[config.mk]
export PLATFORM = sky130hd
export DESIGN_NAME = satc_host_flat
export DESIGN_NICKNAME = d
export VERILOG_FILES = /design/src/rtl/satc_pkg.sv /design/src/rtl/satc_if.sv /design/src/rtl/satc_host.sv /design/src/flat_wrapper.sv
export VERILOG_INCLUDE_DIRS = /design/src /design/src/rtl
export SDC_FILE = /design/constraint.sdc
export NUM_CORES = 1
export LEC_CHECK = 0
export ABC_CLOCK_PERIOD_IN_PS = 2500
export CAP_MARGIN = 10
export CORE_MARGIN = 5
export CORE_UTILIZATION = 30
export CTS_CLUSTER_SIZE = 25
export DETAILED_ROUTE_END_ITERATION = 10
export DONT_BUFFER_PORTS = 1
export SETUP_SLACK_MARGIN = 0.1
export SKIP_CTS_REPAIR_TIMING = 1
export SLEW_MARGIN = 10
export SYNTH_ARGS = -nofsm -noshare
export SYNTH_HDL_FRONTEND = slang
export SYNTH_SLANG_ARGS = --single-unit
[constraint.sdc]
create_clock -name pclk -period 2.5 [get_ports pclk]
set_input_delay 0.125 -clock pclk [delete_from_list [all_inputs] [get_ports pclk]]
set_output_delay 0.125 -clock pclk [all_outputs]
set_load 0.05 [all_outputs]
[src/rtl/satc_map.svh]
`ifndef SATC_MAP_SVH
`define SATC_MAP_SVH

////////////////////////////////////////////////////////////////////////
// Word layout and power-up value
`define SATC_WORD_W        6
`define SATC_ATT_MSB       5
`define SATC_ATT_MAX       6'h3f
`define SATC_TENTHS_MAX    9'h13b
`define SATC_HALF_DB_TENTHS 5

////////////////////////////////////////////////////////////////////////
// Synchroniser bit positions
`define SATC_PIN_N         8
`define SATC_PIN_STROBE    6
`define SATC_PIN_SELECT    7

////////////////////////////////////////////////////////////////////////
// Timing, in ns and in pclk cycles
`define SATC_PCLK_NS       8
`define SATC_SCLK_MIN_NS   100
`define SATC_SCLK_HALF_CYC \
  ((`SATC_SCLK_MIN_NS + 2 * `SATC_PCLK_NS - 1) / (2 * `SATC_PCLK_NS))
`define SATC_STROBE_NS     30
`define SATC_STROBE_CYC \
  ((`SATC_STROBE_NS + `SATC_PCLK_NS - 1) / `SATC_PCLK_NS)
`define SATC_PAR_SETUP_NS  10
`define SATC_PAR_SETUP_CYC \
  ((`SATC_PAR_SETUP_NS + `SATC_PCLK_NS - 1) / `SATC_PCLK_NS)
`define SATC_SETTLE_TYP_NS 500
`define SATC_SETTLE_TYP_CYC (`SATC_SETTLE_TYP_NS / `SATC_PCLK_NS)
`define SATC_SETTLE_MAX_NS 800
`define SATC_SETTLE_MAX_CYC (`SATC_SETTLE_MAX_NS / `SATC_PCLK_NS)

////////////////////////////////////////////////////////////////////////
// Controller register map
`define SATC_ADDR_W        12
`define SATC_REG_CTRL      12'h000
`define SATC_REG_WORD      12'h004
`define SATC_REG_STAT      12'h008
`define SATC_MODE_BAD      2'h3

`endif

[src/rtl/satc_pkg.sv]
`include "satc_map.svh"

package satc_pkg;

  typedef logic [`SATC_WORD_W-1:0] satc_word_t;
  typedef logic [7:0]              satc_cnt_t;
  typedef logic [8:0]              satc_tenths_t;

  typedef enum logic [1:0] {
    satc_mode_serial,
    satc_mode_direct,
    satc_mode_latched
  } satc_mode_t;

  typedef enum logic [2:0] {
    satc_st_idle,
    satc_st_setup,
    satc_st_clk_lo,
    satc_st_clk_hi,
    satc_st_strobe,
    satc_st_settle
  } satc_state_t;

  // Attenuation in tenths of a dB
  function automatic satc_tenths_t satc_tenths(input satc_word_t word);
    satc_tenths_t sum;
    sum = '0;
    for (int i = 0; i < `SATC_WORD_W; i++) begin
      if (word[i]) begin
        sum = sum + (satc_tenths_t'(`SATC_HALF_DB_TENTHS) << i);
      end
    end
    return sum;
  endfunction : satc_tenths

endpackage : satc_pkg

[src/rtl/satc_if.sv]
`timescale 1ns/1ps
`default_nettype none

interface satc_if;

  logic sclk;
  logic serial_data_in;
  logic latch_strobe;
  logic serial_select;
  logic atten_bit_half_db;
  logic atten_bit_one_db;
  logic atten_bit_two_db;
  logic atten_bit_four_db;
  logic atten_bit_eight_db;
  logic atten_bit_sixteen_db;

  modport device (
    input sclk,
    input serial_data_in,
    input latch_strobe,
    input serial_select,
    input atten_bit_half_db,
    input atten_bit_one_db,
    input atten_bit_two_db,
    input atten_bit_four_db,
    input atten_bit_eight_db,
    input atten_bit_sixteen_db
  );

  modport host (
    output sclk,
    output serial_data_in,
    output latch_strobe,
    output serial_select,
    output atten_bit_half_db,
    output atten_bit_one_db,
    output atten_bit_two_db,
    output atten_bit_four_db,
    output atten_bit_eight_db,
    output atten_bit_sixteen_db
  );

endinterface : satc_if

`default_nettype wire

[src/rtl/satc_host.sv]
// The register offsets and register access over APB are this design's own decisions.
`timescale 1ns/1ps
`default_nettype none
`include "satc_map.svh"

module satc_host
  import satc_pkg::*;
(
  // Link pins
  satc_if.host                     lnk,
  // Clock and reset
  input  wire logic                pclk,
  input  wire logic                presetn,
  input  wire logic                ce,
  // APB slave
  input  wire logic [`SATC_ADDR_W-1:0] paddr,
  input  wire logic                psel,
  input  wire logic                penable,
  input  wire logic                pwrite,
  input  wire logic [31:0]         pwdata,
  output logic      [31:0]         prdata,
  output logic                     pready,
  output logic                     pslverr
);

  localparam logic [1:0] SEL_NONE = 2'h0;
  localparam logic [1:0] SEL_CTRL = 2'h1;
  localparam logic [1:0] SEL_WORD = 2'h2;
  localparam logic [1:0] SEL_STAT = 2'h3;

  satc_mode_t  ctrl_mode;
  satc_word_t  word_reg;
  logic        go;
  satc_state_t state;
  satc_cnt_t   wait_cnt;
  satc_word_t  shifter;
  logic [2:0]  bits_left;
  satc_word_t  par_out;
  logic        sclk_q;
  logic        data_q;
  logic        strobe_q;
  logic        select_q;
  logic [1:0]  sel;
  logic        busy;
  logic        err;
  logic        acc;
  logic [31:0] rd_val;

  function automatic logic [1:0] reg_sel(
    input logic [`SATC_ADDR_W-1:0] addr);
    if (addr == `SATC_REG_CTRL) begin
      reg_sel = SEL_CTRL;
    end else if (addr == `SATC_REG_WORD) begin
      reg_sel = SEL_WORD;
    end else if (addr == `SATC_REG_STAT) begin
      reg_sel = SEL_STAT;
    end else begin
      reg_sel = SEL_NONE;
    end
  endfunction : reg_sel

  ////////////////////////////////////////////////////////////////////////
  // Bus decode
  assign sel    = reg_sel(paddr);
  assign busy   = (state != satc_st_idle) || go;
  assign err    = (sel == SEL_NONE) ||
                  (pwrite && (sel == SEL_STAT || busy)) ||
                  (pwrite && sel == SEL_CTRL &&
                   pwdata[1:0] == `SATC_MODE_BAD);
  assign acc    = psel && penable && pready && pwrite && !pslverr &&
                  reg_sel(paddr) != SEL_NONE;
  assign rd_val = (sel == SEL_CTRL) ? 32'(ctrl_mode) :
                  (sel == SEL_WORD) ? 32'(word_reg)  :
                  (sel == SEL_STAT) ? 32'(busy)      : 32'h0000_0000;

  always_ff @(posedge pclk or negedge presetn) begin
    if (!presetn) begin
      pready  <= 1'b0;
      pslverr <= 1'b0;
      prdata  <= 32'h0000_0000;
    end else if (ce) begin
      pready <= psel && !penable;
      if (psel && !penable) begin
        pslverr <= err;
        prdata  <= pwrite ? 32'h0000_0000 : rd_val;
      end
    end
  end

  ////////////////////////////////////////////////////////////////////////
  // Registers
  always_ff @(posedge pclk or negedge presetn) begin
    if (!presetn) begin
      ctrl_mode <= satc_mode_serial;
      word_reg  <= `SATC_ATT_MAX;
      go        <= 1'b0;
    end else if (ce) begin
      go <= 1'b0;
      if (acc && sel == SEL_CTRL) begin
        ctrl_mode <= satc_mode_t'(pwdata[1:0]);
      end
      if (acc && sel == SEL_WORD) begin
        word_reg <= pwdata[`SATC_WORD_W-1:0];
        go       <= 1'b1;
      end
    end
  end

  ////////////////////////////////////////////////////////////////////////
  // Link sequencer
  always_ff @(posedge pclk or negedge presetn) begin
    if (!presetn) begin
      state     <= satc_st_idle;
      wait_cnt  <= '0;
      shifter   <= '0;
      bits_left <= '0;
      par_out   <= '0;
      sclk_q    <= 1'b0;
      data_q    <= 1'b0;
      strobe_q  <= 1'b0;
      select_q  <= 1'b1;
    end else if (ce) begin
      case (state)
        satc_st_idle: begin
          select_q <= (ctrl_mode == satc_mode_serial);
          strobe_q <= (ctrl_mode == satc_mode_direct);
          if (ctrl_mode == satc_mode_serial) begin
            par_out <= '0;
          end
          if (go) begin
            case (ctrl_mode)
              satc_mode_serial: begin
                shifter   <= word_reg;
                data_q    <= word_reg[`SATC_ATT_MSB];
                bits_left <= 3'(`SATC_WORD_W);
                wait_cnt  <= satc_cnt_t'(`SATC_SCLK_HALF_CYC);
                state     <= satc_st_clk_lo;
              end
              satc_mode_direct: begin
                par_out  <= word_reg;
                wait_cnt <= satc_cnt_t'(`SATC_SETTLE_MAX_CYC);
                state    <= satc_st_settle;
              end
              default: begin
                par_out  <= word_reg;
                wait_cnt <= satc_cnt_t'(`SATC_PAR_SETUP_CYC);
                state    <= satc_st_setup;
              end
            endcase
          end
        end
        satc_st_setup: begin
          if (wait_cnt == 8'h01) begin
            strobe_q <= 1'b1;
            wait_cnt <= satc_cnt_t'(`SATC_STROBE_CYC);
            state    <= satc_st_strobe;
          end else begin
            wait_cnt <= wait_cnt - 1'b1;
          end
        end
        satc_st_clk_lo: begin
          if (wait_cnt == 8'h01) begin
            sclk_q   <= 1'b1;
            wait_cnt <= satc_cnt_t'(`SATC_SCLK_HALF_CYC);
            state    <= satc_st_clk_hi;
          end else begin
            wait_cnt <= wait_cnt - 1'b1;
          end
        end
        satc_st_clk_hi: begin
          if (wait_cnt == 8'h01) begin
            sclk_q <= 1'b0;
            if (bits_left == 3'h1) begin
              strobe_q <= 1'b1;
              wait_cnt <= satc_cnt_t'(`SATC_STROBE_CYC);
              state    <= satc_st_strobe;
            end else begin
              shifter   <= shifter << 1;
              data_q    <= shifter[`SATC_ATT_MSB-1];
              bits_left <= bits_left - 1'b1;
              wait_cnt  <= satc_cnt_t'(`SATC_SCLK_HALF_CYC);
              state     <= satc_st_clk_lo;
            end
          end else begin
            wait_cnt <= wait_cnt - 1'b1;
          end
        end
        satc_st_strobe: begin
          if (wait_cnt == 8'h01) begin
            strobe_q <= 1'b0;
            wait_cnt <= satc_cnt_t'(`SATC_SETTLE_MAX_CYC);
            state    <= satc_st_settle;
          end else begin
            wait_cnt <= wait_cnt - 1'b1;
          end
        end
        satc_st_settle: begin
          if (wait_cnt == 8'h01) begin
            state <= satc_st_idle;
          end else begin
            wait_cnt <= wait_cnt - 1'b1;
          end
        end
        default: begin
          state <= satc_st_idle;
        end
      endcase
    end
  end

  ////////////////////////////////////////////////////////////////////////
  // Pin drive
  assign lnk.sclk                 = sclk_q;
  assign lnk.serial_data_in       = data_q;
  assign lnk.latch_strobe         = strobe_q;
  assign lnk.serial_select        = select_q;
  assign lnk.atten_bit_half_db    = par_out[0];
  assign lnk.atten_bit_one_db     = par_out[1];
  assign lnk.atten_bit_two_db     = par_out[2];
  assign lnk.atten_bit_four_db    = par_out[3];
  assign lnk.atten_bit_eight_db   = par_out[4];
  assign lnk.atten_bit_sixteen_db = par_out[5];

endmodule : satc_host

`default_nettype wire

[src/flat_wrapper.sv]
// flat-port wrapper written by rule: the top's interface ports become plain ports
module satc_host_flat import satc_pkg::*;
  (pclk, presetn, ce, paddr, psel, penable, pwrite, pwdata, prdata, pready, pslverr, lnk_sclk, lnk_serial_data_in, lnk_latch_strobe, lnk_serial_select, lnk_atten_bit_half_db, lnk_atten_bit_one_db, lnk_atten_bit_two_db, lnk_atten_bit_four_db, lnk_atten_bit_eight_db, lnk_atten_bit_sixteen_db);
  satc_if lnk_i ();
  input  wire logic pclk;
  input  wire logic presetn;
  input  wire logic ce;
  input  wire logic [`SATC_ADDR_W-1:0] paddr;
  input  wire logic psel;
  input  wire logic penable;
  input  wire logic pwrite;
  input  wire logic [31:0] pwdata;
  output logic      [31:0] prdata;
  output logic pready;
  output logic pslverr;
  output wire logic [$bits(lnk_i.sclk)-1:0] lnk_sclk;
  output wire logic [$bits(lnk_i.serial_data_in)-1:0] lnk_serial_data_in;
  output wire logic [$bits(lnk_i.latch_strobe)-1:0] lnk_latch_strobe;
  output wire logic [$bits(lnk_i.serial_select)-1:0] lnk_serial_select;
  output wire logic [$bits(lnk_i.atten_bit_half_db)-1:0] lnk_atten_bit_half_db;
  output wire logic [$bits(lnk_i.atten_bit_one_db)-1:0] lnk_atten_bit_one_db;
  output wire logic [$bits(lnk_i.atten_bit_two_db)-1:0] lnk_atten_bit_two_db;
  output wire logic [$bits(lnk_i.atten_bit_four_db)-1:0] lnk_atten_bit_four_db;
  output wire logic [$bits(lnk_i.atten_bit_eight_db)-1:0] lnk_atten_bit_eight_db;
  output wire logic [$bits(lnk_i.atten_bit_sixteen_db)-1:0] lnk_atten_bit_sixteen_db;
  assign lnk_sclk = lnk_i.sclk;
  assign lnk_serial_data_in = lnk_i.serial_data_in;
  assign lnk_latch_strobe = lnk_i.latch_strobe;
  assign lnk_serial_select = lnk_i.serial_select;
  assign lnk_atten_bit_half_db = lnk_i.atten_bit_half_db;
  assign lnk_atten_bit_one_db = lnk_i.atten_bit_one_db;
  assign lnk_atten_bit_two_db = lnk_i.atten_bit_two_db;
  assign lnk_atten_bit_four_db = lnk_i.atten_bit_four_db;
  assign lnk_atten_bit_eight_db = lnk_i.atten_bit_eight_db;
  assign lnk_atten_bit_sixteen_db = lnk_i.atten_bit_sixteen_db;
  satc_host u_core (.lnk(lnk_i), .pclk(pclk), .presetn(presetn), .ce(ce), .paddr(paddr), .psel(psel), .penable(penable), .pwrite(pwrite), .pwdata(pwdata), .prdata(prdata), .pready(pready), .pslverr(pslverr));
endmodule
==> flow_summary.ini <==
[outcome]
status = finished, violations left
violations = hold timing

[worst_setup_path]
crit_arrival_ns = 2.45
crit_family = compound AO/OA/AOI/OAI gates
reg2reg_depth = 7
cp_num_cells = 7
cp_slowest_cell = a211oi_1
slowest_delay_ns = 0.58
startpoint_type = register
required_ns = 2.70
path_max_fanout = 5
crit_chain = inv_1, ha_1, nor4b_4, buf_4, a211oi_1, nor2_1, a221oi_1
crit_buf_inv = 2
crit_type = reg2reg
endpoint_kind = register

[drt]
drt_pass1_iterations = 4
viasPerCell = 5.04
first_iter_violations = 135
wl_per_cell_um = 16.0
route.detailed.drc = 0
wl_um = 6910
vias = 2184
antenna_left = 0

[synthesis]
avgSynthCellArea_um2 = 9.93
ys_top_cells_by_area = dfrtp_1 34%, buf_4 7.5%, dfstp_2 6.4%
yosys.area.top_type_share = 0.338
ys_types = 66
synth_area_um2 = 2890
synth-seq-area-share = 0.401
yosysWarnings = 0
yosys.area.top_type = dfrtp_1
async_flop_share = 1.00
synth_seq_cells = 46
synthCells = 291
synth_edf_count = 0
synth_ff_type = dfrtp_1

[finish]
areaGrowthSynthToFinish_pct = 9.18
diodes = 0
stdcell_count = 433
largest_reg_flops = 8
top_register = u_core.wait_cnt
postLayoutCoreUtil = 0.338
drive_above_1_share = 0.178
nets = 357
fillers = 974

[grt]
overflow = 0
first_global_vias = 2026
grt.met2_usage = 0.181
grt_antenna_before_repair = 0
grt_max_degree = 47
top_usage_layer = met2
grt_use_met1 = 0.158
grt_usage = 0.114
grtUsageMet3 = 0.0299
grt_pass1_wl_um = 10700

[cts]
root_buffer = clkbuf_8
cts_buffers = 5
path_clk_slew_ns = 0.10
clock_latency_ns = 0.30
cts_tree = done
clock_path_buffers = 2
clock-sinks = 46
cts_max_level = 2

[die]
fp.dieW_um = 108
dieHeight_um = 108
start_util = 0.310
core_um2 = 9330
rows = 35
dieArea_um2 = 11700
io_pins = 94

[place]
hpwl_um = 5080
io_buffers = 0
gp_congestion = 0.849
dpl.cell_count = 414

[sta]
rsz0062_at_grt = no
worst_pin_slew_ns = 0.735
drv_slew = 0
hold_viol_final = 1
setup_tns_ns = 0
setup_violations = 0
max_freq_mhz = 443
max-slew-margin-rel = 0.510
timing.hold.ws_ns = -0.0104
finalClockSkew_ns = 0.00722
finalCritPeriodShare = 0.902
period_minus_slack_ns = 2.26

[pwr]
peakVddDrop_uv = 302
power_density_nw_per_um2 = 847
p_leak_uw = 0.00139

[flow_run]
cap_violations = 0

[min_path]
hold_class = in2reg
whs_path_depth = 2
[per-stage QoR]
stage,area (um2),hold WS [ns],setup slack (ns),total power [uW]
after floorplan,2980,-0.171,0.527,1940
after global placement,2930,-0.166,0.255,2130
after detailed placement,2930,-0.166,0.268,2140
after CTS,3020,-0.503,0.241,2630
after global routing,3150,0.0121,0.153,2840
final,3150,-0.0104,0.244,2670
[final cells by class]
| cell class | instances | area, um2 | area share |
|---|---|---|---|
| timing repair buffer | 20 | 195 | 0.0619 |
| tap | 129 | 161 | 0.0512 |
| sequential | 46 | 1160 | 0.368 |
| clock inverter | 3 | 25.0 | 0.00793 |
| inverter | 12 | 45.0 | 0.0143 |
| clock buffer | 5 | 68.8 | 0.0218 |
| multi-input combinational | 218 | 1500 | 0.475 |
[layer usage]
metal,vias up,wire length [um]
met5,-,0
met4,0,27
met3,4,502
met2,75,3240
met1,1073,3140
li1,1032,-
[cells in the final DEF, fill, tap and decap left out, types with 5 or more instances in the layout]
cell type / netlist / final
dfrtp_1: 39 / 39
nand2_1: 30 / 30
conb_1: 1 / 26
nor2_1: 18 / 18
mux2_2: 15 / 15
inv_1: 12 / 12
mux2i_1: 11 / 11
nand3_1: 10 / 10
dlygate4sd3_1: 0 / 10
buf_4: 29 / 9
a21oi_1: 8 / 8
dfstp_2: 7 / 7
o21ai_0: 6 / 6
a211oi_1: 5 / 5
clkbuf_8: 2 / 5
[logic make-up after synthesis]
kind of cell | share of synthesized area
flops | 0.401
simple gates | 0.197
other cells | 0.00130
mux | 0.0966
buf+inv | 0.114
compound gates | 0.172
fa+ha+maj | 0.0173
[Yosys cell counts (4+ instances only)]
cell type  count
mux2_2        15
inv_1         12
o41ai_1        4
dfstp_2        7
buf_2          4
a2111oi_0      4
nor3_1         5
clkbuf_1       5
nor2_1        18
o21ai_0        6
nand2_1       30
mux2i_1       11
a21oi_1        8
buf_4         29
a22o_1         4
ha_1           4
a211oi_1       5
nand3b_1       4
nand3_1       10
dfrtp_1       39
[worst paths after layout]
check / endpoint / slack, ns / start
worst max-delay path: u_core.state[2] / 0.24 / u_core.wait_cnt[1]
worst min-delay path: u_core.wait_cnt[4] / -0.01 / ce
worst max register to register: u_core.state[2] / 0.24 / u_core.wait_cnt[1]
worst min register to register: u_core.shifter[4] / 0.52 / u_core.shifter[4]
max in group asynchronous: u_core.word_reg[1] / 1.89 / presetn
min in group asynchronous: u_core.par_out[4] / 0.33 / presetn
[power breakdown]
part | switching, uW | total (uW) | leakage [uW] | internal, uW
combinational | 652 | 1040 | 0.000763 | 393
sequential | 290 | 1140 | 0.000582 | 852
clock | 282 | 484 | 0.0000447 | 202
total | 1220 | 2670 | 0.00139 | 1450
[worst reg2reg max path, stage by stage, from the launching register on]
cell and delay [ns]:
dfrtp_1 0.43, inv_1 0.08, ha_1 0.20, nor4b_4 0.15
buf_4 0.17, a211oi_1 0.58, nor2_1 0.18, a221oi_1 0.35
No activity file was read; power rests on OpenSTA's default activity.
